File: config.mk
export PLATFORM = sky130hd
export DESIGN_NAME = thp_printer_dev_flat
export DESIGN_NICKNAME = d
export VERILOG_FILES = /design/src/hw/thp_pkg.sv /design/src/hw/thp_bus_if.sv /design/src/hw/thp_ctrl_latch.sv /design/src/hw/thp_printer_dev.sv /design/src/flat_wrapper.sv
export SDC_FILE = /design/constraint.sdc
export NUM_CORES = 1
export LEC_CHECK = 0
export ABC_AREA = 1
export BUFFER_PORTS_ARGS = -buffer_cell sky130_fd_sc_hd__buf_2
export CAP_MARGIN = 0
export CORE_MARGIN = 2
export CORE_UTILIZATION = 70
export CTS_BUF_LIST = sky130_fd_sc_hd__clkbuf_2 sky130_fd_sc_hd__clkbuf_4 sky130_fd_sc_hd__clkbuf_8
export DETAILED_ROUTE_END_ITERATION = 7
export PLACE_DENSITY_LB_ADDON = 0.15
export RECOVER_POWER = 100
export SLEW_MARGIN = 20
export SYNTH_ARGS = -nofsm -noshare
export SYNTH_HDL_FRONTEND = slang
export SYNTH_HIERARCHICAL = 1
export SYNTH_SLANG_ARGS = --single-unit
File: constraint.sdc
create_clock -name clk_i -period 7.31 [get_ports clk_i]
set_input_delay 1.462 -clock clk_i [delete_from_list [all_inputs] [get_ports clk_i]]
set_output_delay 1.462 -clock clk_i [all_outputs]
set_load 0.01 [all_outputs]
File: src/hw/thp_pkg.sv
/*
  Shared constants for the thermal printer interface: timing counts, control
  latch bit positions, transaction codes and the controller's register map.
  Assumes a single 20 MHz clock shared by both ends.
*/
package thp_pkg;

  // ****************************************************************
  // Timing
  // ****************************************************************
  localparam int CLK_HZ = 20_000_000;
  localparam int ALE_HZ = 400_000;
  localparam int ALE_DIV = CLK_HZ / ALE_HZ;
  localparam int DOE_MAX_US = 2400;
  localparam int DOE_MAX_CYC = DOE_MAX_US * (CLK_HZ / 1_000_000);
  localparam int DOE_WIDTH_US = 2000;
  localparam int DOE_WIDTH_CYC = DOE_WIDTH_US * (CLK_HZ / 1_000_000);
  localparam int HOLD_US = 100;
  localparam int HOLD_CYC = HOLD_US * (CLK_HZ / 1_000_000);
  localparam int ACK_CYC = 2;

  // ****************************************************************
  // Print geometry
  // ****************************************************************
  localparam int COLS = 40;
  localparam int SHIFT_PULSES = COLS + 1;
  localparam int SLOTS = 7;
  localparam int ROWS = 7;
  localparam logic [7:0] CH_CR = 8'h0d;
  localparam logic [7:0] CH_I = 8'h49;

  // ****************************************************************
  // Control latch bits
  // ****************************************************************
  localparam logic [2:0] LB_STROBE = 3'h0;
  localparam logic [2:0] LB_START = 3'h1;
  localparam logic [2:0] LB_KILL = 3'h2;
  localparam logic [2:0] LB_TAKEUP = 3'h3;
  localparam logic [2:0] LB_PRINTER_POWER_REQ = 3'h4;
  localparam logic [2:0] LB_RDSTB_N = 3'h5;
  localparam logic [2:0] LB_BUSY = 3'h6;
  localparam logic [7:0] LATCH_RST = 8'h20;

  // ****************************************************************
  // Bus transaction types {iface_ctrl_b, iface_ctrl_a}
  // ****************************************************************
  localparam logic [1:0] TT_DATA = 2'h0;
  localparam logic [1:0] TT_ACK = 2'h1;

  // ****************************************************************
  // Controller register map
  // ****************************************************************
  localparam logic [1:0] HR_DATA = 2'h0;
  localparam logic [1:0] HR_CTRL = 2'h1;
  localparam logic [1:0] HR_STAT = 2'h2;
  localparam int HC_ACK = 0;
  localparam int HC_CART = 1;

endpackage : thp_pkg

File: src/hw/thp_bus_if.sv
/*
  Internal parallel bus between the system controller and the printer
  interface, plus the power arbitration lines to the cartridge board.
  Assumes both ends share one clock; undriven shared lines read high.
*/
interface thp_bus_if;
  logic [7:0] bus_data;
  logic board_select_a_n;
  logic board_select_b_n;
  logic iface_ctrl_a;
  logic iface_ctrl_b;
  logic host_data_ready;
  logic busy_drv;
  logic busy_oe;
  logic rdstb_drv;
  logic rdstb_oe;
  logic busy;
  logic read_strobe_n;
  logic printer_irq_n;
  logic printer_power_req;
  logic cartridge_power_req;

  // The shared lines are pulled high while the printer leaves them floating.
  assign busy = busy_oe ? busy_drv : 1'b1;
  assign read_strobe_n = rdstb_oe ? rdstb_drv : 1'b1;

  modport dev (
    input bus_data, board_select_a_n, board_select_b_n, iface_ctrl_a,
    input iface_ctrl_b, host_data_ready, cartridge_power_req,
    output busy_drv, busy_oe, rdstb_drv, rdstb_oe, printer_irq_n,
    output printer_power_req
  );

  modport host (
    output bus_data, board_select_a_n, board_select_b_n, iface_ctrl_a,
    output iface_ctrl_b, host_data_ready, cartridge_power_req,
    input busy, read_strobe_n, printer_irq_n, printer_power_req
  );
endinterface : thp_bus_if

File: src/hw/thp_ctrl_latch.sv
/*
  Eight-bit addressable control latch: each write pulse changes one output.
  Assumes the caller issues at most one write per clock.
*/
module thp_ctrl_latch
  import thp_pkg::*;
#(
  parameter logic [7:0] RST_VAL = LATCH_RST
)(
  input wire logic clk_i,
  input wire logic rst_i,
  input wire logic wr_i,
  input wire logic [2:0] sel_i,
  input wire logic val_i,
  output logic [7:0] q_o
);

  always_ff @(posedge clk_i or posedge rst_i)
  begin
    if (rst_i)
    begin
      q_o <= RST_VAL;
    end
    else if (wr_i)
    begin
      q_o[sel_i] <= val_i;
    end
  end

endmodule : thp_ctrl_latch

File: src/hw/thp_printer_dev.sv
/*
  Printer interface end: receives lines from the controller, arbitrates
  supply power with the cartridge board and drives the thermal mechanism.
  Assumes all inputs are synchronous to clk_i.
*/
module thp_printer_dev
  import thp_pkg::*;
#(
  parameter int DOE_WIDTH = DOE_WIDTH_CYC,
  parameter int DOE_MAX = DOE_MAX_CYC,
  parameter int HOLD = HOLD_CYC
)(
  input wire logic clk_i,
  input wire logic rst_i,
  thp_bus_if.dev bus,
  input wire logic head_right_end_i,
  input wire logic dot_phase_a_i,
  input wire logic dot_phase_b_i,
  input wire logic paper_end_n_i,
  input wire logic panel_switch_a_n_i,
  input wire logic panel_switch_b_n_i,
  input wire logic printer_on_i,
  input wire logic selftest_input_n_i,
  input wire logic holdoff_bypass_i,
  output logic dot_data_o,
  output logic dot_shift_clock_o,
  output logic dot_load_strobe_o,
  output logic dot_output_enable_o,
  output logic doe_started_n_o,
  output logic phase_state_o,
  output logic print_motor_on_o,
  output logic takeup_motor_on_o
);

  typedef enum logic [4:0] {
    D_IDLE, D_STB_LO, D_STB_HI, D_BUSY_LO, D_ARB, D_ARB_GAP, D_ARB_CHK,
    D_SWEEP, D_SHIFT, D_LD_HI, D_LD_LO, D_SLOT, D_FIRE, D_DOE, D_KILL,
    D_NEXT, D_END, D_PAPER
  } thp_dstate_t;

  // Dot for one column, row and slot; rows 0 and 6 are blank except for I.
  function automatic logic glyph(input logic [7:0] ch, input logic [2:0] row,
                                 input logic [2:0] slot);
    if (ch == CH_I)
      glyph = (row == 3'h0 || row == 3'h6) ? (slot != 3'h0 && slot != 3'h6)
                                           : (slot == 3'h3);
    else
      glyph = (row != 3'h0 && row != 3'h6) && ch[slot];
  endfunction : glyph

  thp_dstate_t st_q;
  logic [7:0] line_q [COLS];
  logic [7:0] cap_q;
  logic [5:0] len_q, idx_q, cols_q;
  logic [2:0] row_q, slot_q;
  logic ph_q, blank_q, st_line_q, selftest_q, paper_irq_q, byte_irq_q;
  logic [4:0] sw1_q, sw2_q;
  logic [5:0] ale_q;
  logic [2:0] smp_q, deb_q, deb_prev_q;
  logic start_prev_q, busy_prev_q, hold_q, irq_n_q, sel_q, st_prev_q;
  logic [15:0] hold_cnt_q, on_cnt_q;
  logic lw;
  logic [2:0] lsel;
  logic lval;
  logic [7:0] lq;
  logic sel, paper_out, takeup_want, advance, prn_on, st_press, tick;
  logic [2:0] head_raw;
  logic slot_ev, re_rise, doe_busy, line_done;
  logic [7:0] cur_ch;

  // ****************************************************************
  // Input conditioning
  // ****************************************************************
  assign sel = !bus.board_select_a_n && !bus.board_select_b_n;
  assign paper_out = !sw2_q[0];
  assign takeup_want = sw2_q[1];
  assign advance = !sw2_q[2];
  assign prn_on = sw2_q[3];
  assign st_press = !sw2_q[4] && st_prev_q;
  assign head_raw = {dot_phase_b_i, dot_phase_a_i, head_right_end_i};
  assign tick = ale_q == 6'(ALE_DIV - 1);
  assign re_rise = deb_q[0] && !deb_prev_q[0];
  assign slot_ev = (deb_q[1] && !deb_prev_q[1]) || (deb_q[2] && !deb_prev_q[2]);

  always_ff @(posedge clk_i or posedge rst_i)
  begin
    if (rst_i)
    begin
      sw1_q <= 5'h1f;
      sw2_q <= 5'h1f;
      st_prev_q <= 1'b1;
    end
    else
    begin
      st_prev_q <= sw2_q[4];
      sw1_q <= {selftest_input_n_i, printer_on_i, panel_switch_b_n_i,
                panel_switch_a_n_i, paper_end_n_i};
      sw2_q <= sw1_q;
    end
  end

  always_ff @(posedge clk_i or posedge rst_i)
  begin
    if (rst_i)
    begin
      ale_q <= 6'h00;
      smp_q <= 3'h0;
      deb_q <= 3'h0;
      deb_prev_q <= 3'h0;
      phase_state_o <= 1'b0;
    end
    else
    begin
      ale_q <= tick ? 6'h00 : ale_q + 6'h01;
      deb_prev_q <= deb_q;
      if (tick)
      begin
        smp_q <= head_raw;
        deb_q <= (smp_q & head_raw) | (deb_q & (smp_q | head_raw));
      end
      if (deb_q[1] && !deb_q[2])
        phase_state_o <= 1'b1;
      else if (deb_q[2] && !deb_q[1])
        phase_state_o <= 1'b0;
    end
  end

  // ****************************************************************
  // Control latch and its write arbitration
  // ****************************************************************
  always_comb
  begin
    lw = 1'b0;
    lsel = LB_TAKEUP;
    lval = 1'b0;
    unique case (st_q)
      D_IDLE:
      begin
        lsel = (paper_out || (sel && bus.host_data_ready && !bus.iface_ctrl_a))
               ? LB_BUSY : LB_TAKEUP;
        lval = (lsel == LB_BUSY) ? 1'b1 : takeup_want;
        lw = (lsel == LB_BUSY) || (lq[LB_TAKEUP] != takeup_want);
      end
      D_STB_LO: begin lw = 1'b1; lsel = LB_RDSTB_N; lval = 1'b0; end
      D_STB_HI: begin lw = 1'b1; lsel = LB_RDSTB_N; lval = 1'b1; end
      D_BUSY_LO: begin lw = 1'b1; lsel = LB_BUSY; lval = 1'b0; end
      D_ARB: begin lw = !bus.cartridge_power_req; lsel = LB_PRINTER_POWER_REQ; lval = 1'b1; end
      D_ARB_CHK: begin lw = bus.cartridge_power_req; lsel = LB_PRINTER_POWER_REQ; end
      D_LD_HI: begin lw = 1'b1; lsel = LB_STROBE; lval = 1'b1; end
      D_LD_LO: begin lw = 1'b1; lsel = LB_STROBE; end
      D_SLOT: begin lw = slot_ev && !blank_q; lsel = LB_START; lval = 1'b1; end
      D_FIRE: begin lw = 1'b1; lsel = LB_START; end
      D_DOE:
      begin
        lw = dot_output_enable_o && on_cnt_q == 16'(DOE_MAX - 2);
        lsel = LB_KILL;
        lval = 1'b1;
      end
      D_KILL: begin lw = 1'b1; lsel = LB_KILL; end
      D_END: begin lw = 1'b1; lsel = LB_PRINTER_POWER_REQ; end
      D_PAPER: begin lw = !paper_out; lsel = LB_BUSY; end
      default: begin lw = lq[LB_TAKEUP] != takeup_want; lval = takeup_want; end
    endcase
  end

  thp_ctrl_latch u_latch (
    .clk_i(clk_i),
    .rst_i(rst_i),
    .wr_i(lw),
    .sel_i(lsel),
    .val_i(lval),
    .q_o(lq)
  );

  assign dot_load_strobe_o = lq[LB_STROBE];
  assign takeup_motor_on_o = lq[LB_TAKEUP];
  assign bus.printer_power_req = lq[LB_PRINTER_POWER_REQ];
  assign bus.busy_drv = lq[LB_BUSY];
  assign bus.rdstb_drv = lq[LB_RDSTB_N];
  assign bus.busy_oe = sel_q;
  assign bus.rdstb_oe = sel_q;
  assign bus.printer_irq_n = irq_n_q;

  // ****************************************************************
  // Bus indications and interrupt
  // ****************************************************************
  always_ff @(posedge clk_i or posedge rst_i)
  begin
    if (rst_i)
    begin
      sel_q <= 1'b0;
      busy_prev_q <= 1'b0;
      byte_irq_q <= 1'b0;
      irq_n_q <= 1'b1;
    end
    else
    begin
      sel_q <= sel;
      busy_prev_q <= lq[LB_BUSY];
      byte_irq_q <= (busy_prev_q && !lq[LB_BUSY]) || (byte_irq_q && !sel);
      irq_n_q <= !(byte_irq_q || paper_irq_q);
    end
  end

  // ****************************************************************
  // Output enable timers
  // ****************************************************************
  assign doe_busy = hold_q || dot_output_enable_o;

  always_ff @(posedge clk_i or posedge rst_i)
  begin
    if (rst_i)
    begin
      start_prev_q <= 1'b0;
      hold_q <= 1'b0;
      hold_cnt_q <= 16'h0000;
      on_cnt_q <= 16'h0000;
      dot_output_enable_o <= 1'b0;
      doe_started_n_o <= 1'b1;
    end
    else
    begin
      start_prev_q <= lq[LB_START];
      if (lq[LB_KILL])
      begin
        hold_q <= 1'b0;
        dot_output_enable_o <= 1'b0;
        doe_started_n_o <= 1'b1;
      end
      else if (lq[LB_START] && !start_prev_q)
      begin
        hold_q <= !holdoff_bypass_i;
        hold_cnt_q <= 16'h0000;
        on_cnt_q <= 16'h0000;
        dot_output_enable_o <= holdoff_bypass_i;
        doe_started_n_o <= !holdoff_bypass_i;
      end
      else if (hold_q)
      begin
        hold_cnt_q <= hold_cnt_q + 16'h0001;
        if (hold_cnt_q == 16'(HOLD - 1))
        begin
          hold_q <= 1'b0;
          dot_output_enable_o <= 1'b1;
          doe_started_n_o <= 1'b0;
        end
      end
      else if (dot_output_enable_o)
      begin
        on_cnt_q <= on_cnt_q + 16'h0001;
        if (on_cnt_q == 16'(DOE_WIDTH - 1))
        begin
          dot_output_enable_o <= 1'b0;
          doe_started_n_o <= 1'b1;
        end
      end
    end
  end

  // ****************************************************************
  // Line sequencer
  // ****************************************************************
  assign line_done = cap_q == CH_CR || len_q == 6'(COLS - 1);
  assign cur_ch = st_line_q ? CH_I : line_q[6'(COLS - 1) - idx_q];

  always_ff @(posedge clk_i or posedge rst_i)
  begin
    if (rst_i)
    begin
      st_q <= D_IDLE;
      cap_q <= 8'h00;
      len_q <= 6'h00;
      cols_q <= 6'h00;
      idx_q <= 6'h00;
      row_q <= 3'h0;
      slot_q <= 3'h0;
      ph_q <= 1'b0;
      blank_q <= 1'b0;
      st_line_q <= 1'b0;
      selftest_q <= 1'b0;
      paper_irq_q <= 1'b0;
      dot_data_o <= 1'b0;
      dot_shift_clock_o <= 1'b0;
      print_motor_on_o <= 1'b0;
    end
    else
    begin
      if (st_press)
        selftest_q <= !selftest_q;
      dot_shift_clock_o <= 1'b0;
      unique case (st_q)
        D_IDLE:
          if (paper_out)
          begin
            paper_irq_q <= 1'b1;
            len_q <= 6'h00;
            st_q <= D_PAPER;
          end
          else if (sel && bus.host_data_ready && !bus.iface_ctrl_a)
          begin
            cap_q <= bus.bus_data;
            st_q <= D_STB_LO;
          end
          else if ((selftest_q && prn_on) || advance)
          begin
            st_line_q <= selftest_q && prn_on;
            blank_q <= !(selftest_q && prn_on);
            st_q <= D_ARB;
          end
        D_STB_LO: st_q <= D_STB_HI;
        D_STB_HI:
        begin
          if (cap_q != CH_CR)
            line_q[len_q] <= cap_q;
          len_q <= line_done ? 6'h00 : len_q + 6'h01;
          // Columns past the end of a short line print blank, not stale bytes.
          if (line_done)
            cols_q <= (cap_q == CH_CR) ? len_q : len_q + 6'h01;
          blank_q <= 1'b0;
          st_line_q <= 1'b0;
          st_q <= (line_done && prn_on) ? D_ARB : D_BUSY_LO;
        end
        D_BUSY_LO: st_q <= D_IDLE;
        D_ARB: if (!bus.cartridge_power_req) st_q <= D_ARB_GAP;
        D_ARB_GAP: st_q <= D_ARB_CHK;
        D_ARB_CHK:
          if (bus.cartridge_power_req)
            st_q <= D_ARB;
          else
          begin
            print_motor_on_o <= 1'b1;
            row_q <= 3'h0;
            st_q <= D_SWEEP;
          end
        D_SWEEP:
          if (re_rise)
          begin
            slot_q <= 3'h0;
            idx_q <= 6'h00;
            ph_q <= 1'b0;
            st_q <= D_SHIFT;
          end
        D_SHIFT:
          if (!ph_q)
          begin
            dot_data_o <= idx_q < 6'(COLS) && !blank_q && glyph(cur_ch, row_q, slot_q)
                          && (st_line_q || 6'(COLS - 1) - idx_q < cols_q);
            ph_q <= 1'b1;
          end
          else
          begin
            dot_shift_clock_o <= 1'b1;
            ph_q <= 1'b0;
            idx_q <= idx_q + 6'h01;
            if (idx_q == 6'(SHIFT_PULSES - 1))
              st_q <= D_LD_HI;
          end
        D_LD_HI: st_q <= D_LD_LO;
        D_LD_LO: st_q <= D_SLOT;
        D_SLOT: if (slot_ev) st_q <= blank_q ? D_NEXT : D_FIRE;
        D_FIRE: st_q <= D_DOE;
        D_DOE:
          if (dot_output_enable_o && on_cnt_q == 16'(DOE_MAX - 2))
            st_q <= D_KILL;
          else if (!doe_busy)
            st_q <= D_NEXT;
        D_KILL: st_q <= D_NEXT;
        D_NEXT:
        begin
          idx_q <= 6'h00;
          ph_q <= 1'b0;
          if (slot_q != 3'(SLOTS - 1))
          begin
            slot_q <= slot_q + 3'h1;
            st_q <= D_SHIFT;
          end
          else if (row_q != 3'(ROWS - 1))
          begin
            row_q <= row_q + 3'h1;
            st_q <= D_SWEEP;
          end
          else
            st_q <= D_END;
        end
        D_END:
        begin
          print_motor_on_o <= 1'b0;
          st_q <= lq[LB_BUSY] ? D_BUSY_LO : D_IDLE;
        end
        D_PAPER:
        begin
          if (sel && bus.iface_ctrl_a && !bus.iface_ctrl_b)
            paper_irq_q <= 1'b0;
          if (!paper_out)
          begin
            paper_irq_q <= 1'b0;
            st_q <= D_IDLE;
          end
        end
      endcase
    end
  end

endmodule : thp_printer_dev

File: src/flat_wrapper.sv
// flat-port wrapper written by rule: the top's interface ports become plain ports
module thp_printer_dev_flat import thp_pkg::*;
#(
  parameter int DOE_WIDTH = DOE_WIDTH_CYC,
  parameter int DOE_MAX = DOE_MAX_CYC,
  parameter int HOLD = HOLD_CYC
)
  (clk_i, rst_i, head_right_end_i, dot_phase_a_i, dot_phase_b_i, paper_end_n_i, panel_switch_a_n_i, panel_switch_b_n_i, printer_on_i, selftest_input_n_i, holdoff_bypass_i, dot_data_o, dot_shift_clock_o, dot_load_strobe_o, dot_output_enable_o, doe_started_n_o, phase_state_o, print_motor_on_o, takeup_motor_on_o, bus_bus_data, bus_board_select_a_n, bus_board_select_b_n, bus_iface_ctrl_a, bus_iface_ctrl_b, bus_host_data_ready, bus_cartridge_power_req, bus_busy_drv, bus_busy_oe, bus_rdstb_drv, bus_rdstb_oe, bus_printer_irq_n, bus_printer_power_req);
  thp_bus_if bus_i ();
  input wire logic clk_i;
  input wire logic rst_i;
  input wire logic head_right_end_i;
  input wire logic dot_phase_a_i;
  input wire logic dot_phase_b_i;
  input wire logic paper_end_n_i;
  input wire logic panel_switch_a_n_i;
  input wire logic panel_switch_b_n_i;
  input wire logic printer_on_i;
  input wire logic selftest_input_n_i;
  input wire logic holdoff_bypass_i;
  output logic dot_data_o;
  output logic dot_shift_clock_o;
  output logic dot_load_strobe_o;
  output logic dot_output_enable_o;
  output logic doe_started_n_o;
  output logic phase_state_o;
  output logic print_motor_on_o;
  output logic takeup_motor_on_o;
  input wire logic [$bits(bus_i.bus_data)-1:0] bus_bus_data;
  input wire logic [$bits(bus_i.board_select_a_n)-1:0] bus_board_select_a_n;
  input wire logic [$bits(bus_i.board_select_b_n)-1:0] bus_board_select_b_n;
  input wire logic [$bits(bus_i.iface_ctrl_a)-1:0] bus_iface_ctrl_a;
  input wire logic [$bits(bus_i.iface_ctrl_b)-1:0] bus_iface_ctrl_b;
  input wire logic [$bits(bus_i.host_data_ready)-1:0] bus_host_data_ready;
  input wire logic [$bits(bus_i.cartridge_power_req)-1:0] bus_cartridge_power_req;
  output wire logic [$bits(bus_i.busy_drv)-1:0] bus_busy_drv;
  output wire logic [$bits(bus_i.busy_oe)-1:0] bus_busy_oe;
  output wire logic [$bits(bus_i.rdstb_drv)-1:0] bus_rdstb_drv;
  output wire logic [$bits(bus_i.rdstb_oe)-1:0] bus_rdstb_oe;
  output wire logic [$bits(bus_i.printer_irq_n)-1:0] bus_printer_irq_n;
  output wire logic [$bits(bus_i.printer_power_req)-1:0] bus_printer_power_req;
  assign bus_i.bus_data = bus_bus_data;
  assign bus_i.board_select_a_n = bus_board_select_a_n;
  assign bus_i.board_select_b_n = bus_board_select_b_n;
  assign bus_i.iface_ctrl_a = bus_iface_ctrl_a;
  assign bus_i.iface_ctrl_b = bus_iface_ctrl_b;
  assign bus_i.host_data_ready = bus_host_data_ready;
  assign bus_i.cartridge_power_req = bus_cartridge_power_req;
  assign bus_busy_drv = bus_i.busy_drv;
  assign bus_busy_oe = bus_i.busy_oe;
  assign bus_rdstb_drv = bus_i.rdstb_drv;
  assign bus_rdstb_oe = bus_i.rdstb_oe;
  assign bus_printer_irq_n = bus_i.printer_irq_n;
  assign bus_printer_power_req = bus_i.printer_power_req;
  thp_printer_dev #(.DOE_WIDTH(DOE_WIDTH), .DOE_MAX(DOE_MAX), .HOLD(HOLD)) u_core (.clk_i(clk_i), .rst_i(rst_i), .bus(bus_i), .head_right_end_i(head_right_end_i), .dot_phase_a_i(dot_phase_a_i), .dot_phase_b_i(dot_phase_b_i), .paper_end_n_i(paper_end_n_i), .panel_switch_a_n_i(panel_switch_a_n_i), .panel_switch_b_n_i(panel_switch_b_n_i), .printer_on_i(printer_on_i), .selftest_input_n_i(selftest_input_n_i), .holdoff_bypass_i(holdoff_bypass_i), .dot_data_o(dot_data_o), .dot_shift_clock_o(dot_shift_clock_o), .dot_load_strobe_o(dot_load_strobe_o), .dot_output_enable_o(dot_output_enable_o), .doe_started_n_o(doe_started_n_o), .phase_state_o(phase_state_o), .print_motor_on_o(print_motor_on_o), .takeup_motor_on_o(takeup_motor_on_o));
endmodule
# Yosys cells after proc, flatten, opt, wreduce, memory -nomap -nowiden
# Memory sizes are Yosys's and may differ from the RTL's.
# Cells that the tools add are included.
# classes
n_lt_le_gt_ge,5
n_bitwise,6
n_mux,93
addsub,8
reduce_logical,97
n_eq_ne,51
# ops
op,count
$pmux W5 S18,1
$mux W16,5
$mux W5,13
$mux W1,42
$eq A5 B4 Y1 const B,8
$mux W6,6
$add A16 B1 Y16 const B,2
$eq A16 B16 Y1 const B,2
$logic_and A1 B1 Y1,26
$logic_not A1 Y1,22
$mux W3,7
$pmux W3 S7,1
$eq A5 B3 Y1 const B,4
$add A6 B1 Y6 const B,3
$eq A6 B6 Y1 const B,3
$ne A2 B1 Y1 const B,9
$pmux W6 S3,1
$reduce_and A3 Y1,6
$eq A16 B11 Y1 const B,1
$reduce_bool A2 Y1,8
$reduce_or A8 Y1,2
$ne A2 B2 Y1 const B,6
$pmux W3 S2,2
$pmux W6 S2,1
40 further kinds,79
# totals
ramBits,320
wordCells,295
memories,1
ff_bits,120
in_bits,25
out_inout_bits,14
# mem_list
name,depth,word_bits,rd,rd_clocked_by_memory_dff,wr,line,source
u_core.line_q,40,8,1,0,1,thp_printer_dev.sv:52,logic [7:0] line_q [COLS];

# Logic depth before layout (Yosys ltp)
# logic_depth
word_depth,12
ltp_mapped,19
ltp_nobuf,18

# Cells and area by module
# Netlist, hierarchy kept.
# by_module_without_submodules
module,cells_per_inst,area_per_inst_um2,instances,seq_area_each_um2
thp_printer_dev,1826,18983.2,1,12428.2
thp_ctrl_latch,52,394.1,1,201.4

# Worst setup path before layout
# Ideal clock, no wire load.
# synth_path
path_type,input to register
start,input rst_i
end,memory u_core.line_q[0][0] (enable)
required_ps,6940
setup_ps,370
setup_slack_ps,2115
path_buffers,0
arrival_time_ps,4824
stages,5
path_cell_list,inv_1 -> nand2_1 -> nor2_1 -> nand3_1 -> nor2_1
# synth_between
elab_chain_len,3
# synth_rtl
element,line,source
"start, declared",flat_wrapper.sv:11,input wire logic rst_i;
$logic_not A1 Y1 (no line),n/a,
$logic_and A1 B1 Y1 (implied by the code),thp_printer_dev.sv:314,line_q[len_q] <= cap_q;
$mux W1 (implied by the code),thp_printer_dev.sv:314,
"end, declared",thp_printer_dev.sv:52,
# Every way passes these cells.

# Worst setup path after layout
# layout_path
start,register u_core.idx_q[1]
end,register u_core.dot_data_o
# layout_between
elab_chain_len,11
elab_cells_between_ends,16
classes_between,1 x add/sub; 2 x order compare; 1 x eq/ne; 6 x mux; 5 x reduce/logical; 1 x memory
# layout_rtl
element,line,source
"start, declared",thp_printer_dev.sv:54,"logic [5:0] len_q, idx_q, cols_q;"
"start signal, assigned",thp_printer_dev.sv:354,idx_q <= idx_q + 6'h01;
$sub A6 B6 Y6,"thp_printer_dev.sv:264, thp_printer_dev.sv:347",
$mem_v2 Z40 W8,n/a,
$mux W8,thp_printer_dev.sv:264,assign cur_ch = st_line_q ? CH_I : line_q[6'(COLS - 1) - idx_q];
$bmux W1 S3,thp_printer_dev.sv:48,glyph = (row != 3'h0 && row != 3'h6) && ch[slot];
$mux W1 (implied by the code),thp_printer_dev.sv:48,
$logic_and A1 B1 Y1,thp_printer_dev.sv:48,
$mux W1,thp_printer_dev.sv:44,if (ch == CH_I)
$mux W1,thp_printer_dev.sv:344,if (!ph_q)
$mux W1,thp_printer_dev.sv:291,unique case (st_q)
$logic_and A1 B1 Y1,thp_printer_dev.sv:346,"dot_data_o <= idx_q < 6'(COLS) && !blank_q && glyph(cur_ch, row_q, slot_q)"
$logic_and A1 B1 Y1 *,thp_printer_dev.sv:347,&& (st_line_q || 6'(COLS - 1) - idx_q < cols_q);
"end signal, assigned",thp_printer_dev.sv:346,
"end, declared",thp_printer_dev.sv:25,"output logic dot_data_o,"
# Every way passes the cells marked *; elsewhere a longest branch is shown, timed or not. The select of a mux whose other input is x is not followed.
# A chain may end at the register's enable or synchronous reset.

==> impl_metrics.tcl <==
set metrics [dict create \
    tns_ns 0 \
    port_buffers 38 \
    yosysWarningCount 6 \
    fill_cells 1796 \
    crit_arrival_ns 5.09 \
    path_buf_inv 2 \
    drt_first_iter_violations 1651 \
    status "complete, but fails checks" \
    min_from "u_core/sw1_q[0]$_DFF_PP1_" \
    dieHeight_um 170 \
    clkSinkCount 439 \
    ir_worst_vdd_mv 0.158 \
    worstReg2RegStart "u_core/idx_q[1]$_DFFE_PP0P_" \
    final-max-slew-violation-count 429 \
    cts.repair.resized 0 \
    core_um2 27000 \
    crit_fanout 49 \
    postCtsHoldBufs 0 \
    syn2layout_area_growth_pct 8.48 \
    cts_buffers 69 \
    cts_setup_buffers 0 \
    clkTransAtPathRegs_ns 0.06 \
    gr-usage-met2 0.532 \
    min-delay-path-class "reg2reg" \
    required_ns 7.82 \
    gp_congestion 1.00 \
    grt_use_total 0.325 \
    cts_max_path_buffers 3 \
    fin_crit_ns 4.58 \
    antenna_found_initial 0 \
    path_delay_family "buffers and inverters" \
    design.die.area_um2 29000 \
    timing.fmax_mhz 218 \
    diodes 0 \
    cp.depth 15 \
    vias 14100 \
    drc_errors 0 \
    path_common_cell "nand3_1" \
    r2r_setup_slack_ns 2.73 \
    postRouteAntennaNets 0 \
    nNetsFinal 1979 \
    cap_violations 10 \
    first_pass_iters 6 \
    synthCells 1874 \
    max-slew-margin-rel -0.658 \
    fin_area_um2 21000 \
    finalClockSkew_ns 0.0238 \
    place_area_um2 19700 \
    tightest_slew_ns 2.49 \
    io_pins 39 \
    insertion_delay_ns 0.59 \
    drive_gt1_frac 0.100 \
    worstPathCellList "buf_4 -> clkinvlp_2 -> nand3_1 -> nand3_1 -> nand3_1 -> nand3_1 -> nand3_1 -> nand3_1 -> nand3_1 -> nand2_1 -> nand2_1 -> nand3_1 -> nand2_1 -> nand2_1 -> nand2_1" \
    rows 60 \
    dieWidth_um 170 \
    post_drt_wl_per_cell_um 19.9 \
    floorplan.initialDensity 0.716 \
    finalCritPeriodShare 0.627 \
    finalSetupViolations 0 \
    r2r_end "u_core/dot_data_o$_DFFE_PP0P_" \
    htreeDepth 3 \
    layout_commonest_cell "nand2_1" \
    synth_area_per_cell_um2 10.3 \
    hpwl_mm 28.9 \
    crit_type "reg2reg" \
    leakage_nw 8.88 \
    hold_violations 0 \
    rsz0062_at_grt "no" \
    violations "capacitance limit, slew limit" \
    critPathMaxStageDelay_ns 1.78 \
    busiest_layer "met2" \
    grt_use_met1 0.428 \
    overflow 0 \
    cts_tree "done" \
    syn_area_um2 19300 \
    grt_pass1_vias 13600 \
    cts_root_buf "clkbuf_8" \
    worst_setup_path_start_kind "flop" \
    use_met3 0.0767 \
    cp-end-kind "flop" \
    grt_max_degree 88 \
    grt_first_pass_wirelength_mm 71.2 \
    crit_slowest_cell "clkinvlp_2" \
    hold_path_depth 0 \
    r2r_cells 15 \
    syn_nets 1922 \
    power_density_nw_per_um2 228 \
    min_to "u_core/sw2_q[0]$_DFF_PP1_" \
    routed_wl_mm 46.2 \
    layout_common_cells "523 x nand2_1, 320 x edfxtp_1, 220 x nand3_1, 162 x nor2_1, 114 x inv_1" \
    via_per_inst 6.08 \
]
[metal layers]
layer | vias up | wire [um] | share of wire
li1 | 6543 | - | -
met3 | 123 | 4590 | 0.099
met2 | 757 | 22100 | 0.48
met1 | 6694 | 17900 | 0.39
met4 | 0 | 1560 | 0.034
met5 | - | 0 | 0
[flip-flops by register name, indices dropped and copies added, names as in the netlist, 7 cells and up]
register            flops
u_core/line_q         320
u_core/hold_cnt_q      16
u_core/u_latch/q_o      7
u_core/on_cnt_q        16
u_core/cap_q            8
[power breakdown]
group          switching (mW)  internal [mW]  total, mW
Clock                   0.915           1.15       2.06
Sequential            0.00695           2.66       2.67
Combinational          0.0375         0.0171     0.0546
[stage by stage]
stage	worst slack, ns	total power [mW]	instances	hold WS [ns]	utilization
6_report	2.73	4.78	2323	0.346	0.776
5_1_grt	2.54	4.92	2323	0.353	0.776
4_1_cts	3.83	4.81	2323	0.349	0.781
3_5_place_dp	3.55	2.77	2201	0.347	0.730
3_3_place_gp	3.65	2.77	2201	0.346	0.730
2_1_floorplan	2.12	2.75	1874	0.345	-
[worst register-to-register path: cells and delay by family (launching register included)]
kind | cells | cell delay [ns]
flops | 1 | 0.32
simple gates | 13 | 1.88
buf+inv | 2 | 2.30
[worst max-delay path by stage]
stage	startpoint	to	slack [ns]
floorplan	rst_i	u_core/line_q[0][0]$_DFFE_PP_	2.12
global placement	rst_i	u_core/line_q[4][1]$_DFFE_PP_	3.65
detailed placement	rst_i	u_core/line_q[4][5]$_DFFE_PP_	3.55
CTS	u_core/idx_q[0]$_DFFE_PP0P_	u_core/dot_data_o$_DFFE_PP0P_	3.83
global route	u_core/idx_q[1]$_DFFE_PP0P_	u_core/dot_data_o$_DFFE_PP0P_	2.54
finish	u_core/idx_q[1]$_DFFE_PP0P_	u_core/dot_data_o$_DFFE_PP0P_	2.73
[area by class of cell]
cell class	count	area [um2]	area share
Inverter	133	504	0.0240
Clock inverter	19	121	0.00579
Clock buffer	103	1270	0.0604
Timing Repair Buffer	53	248	0.0118
Sequential cell	439	12600	0.601
Multi-Input combinational cell	1235	5800	0.277
Tap cell	341	427	0.0203
No activity file was read; power rests on OpenSTA's default activity.
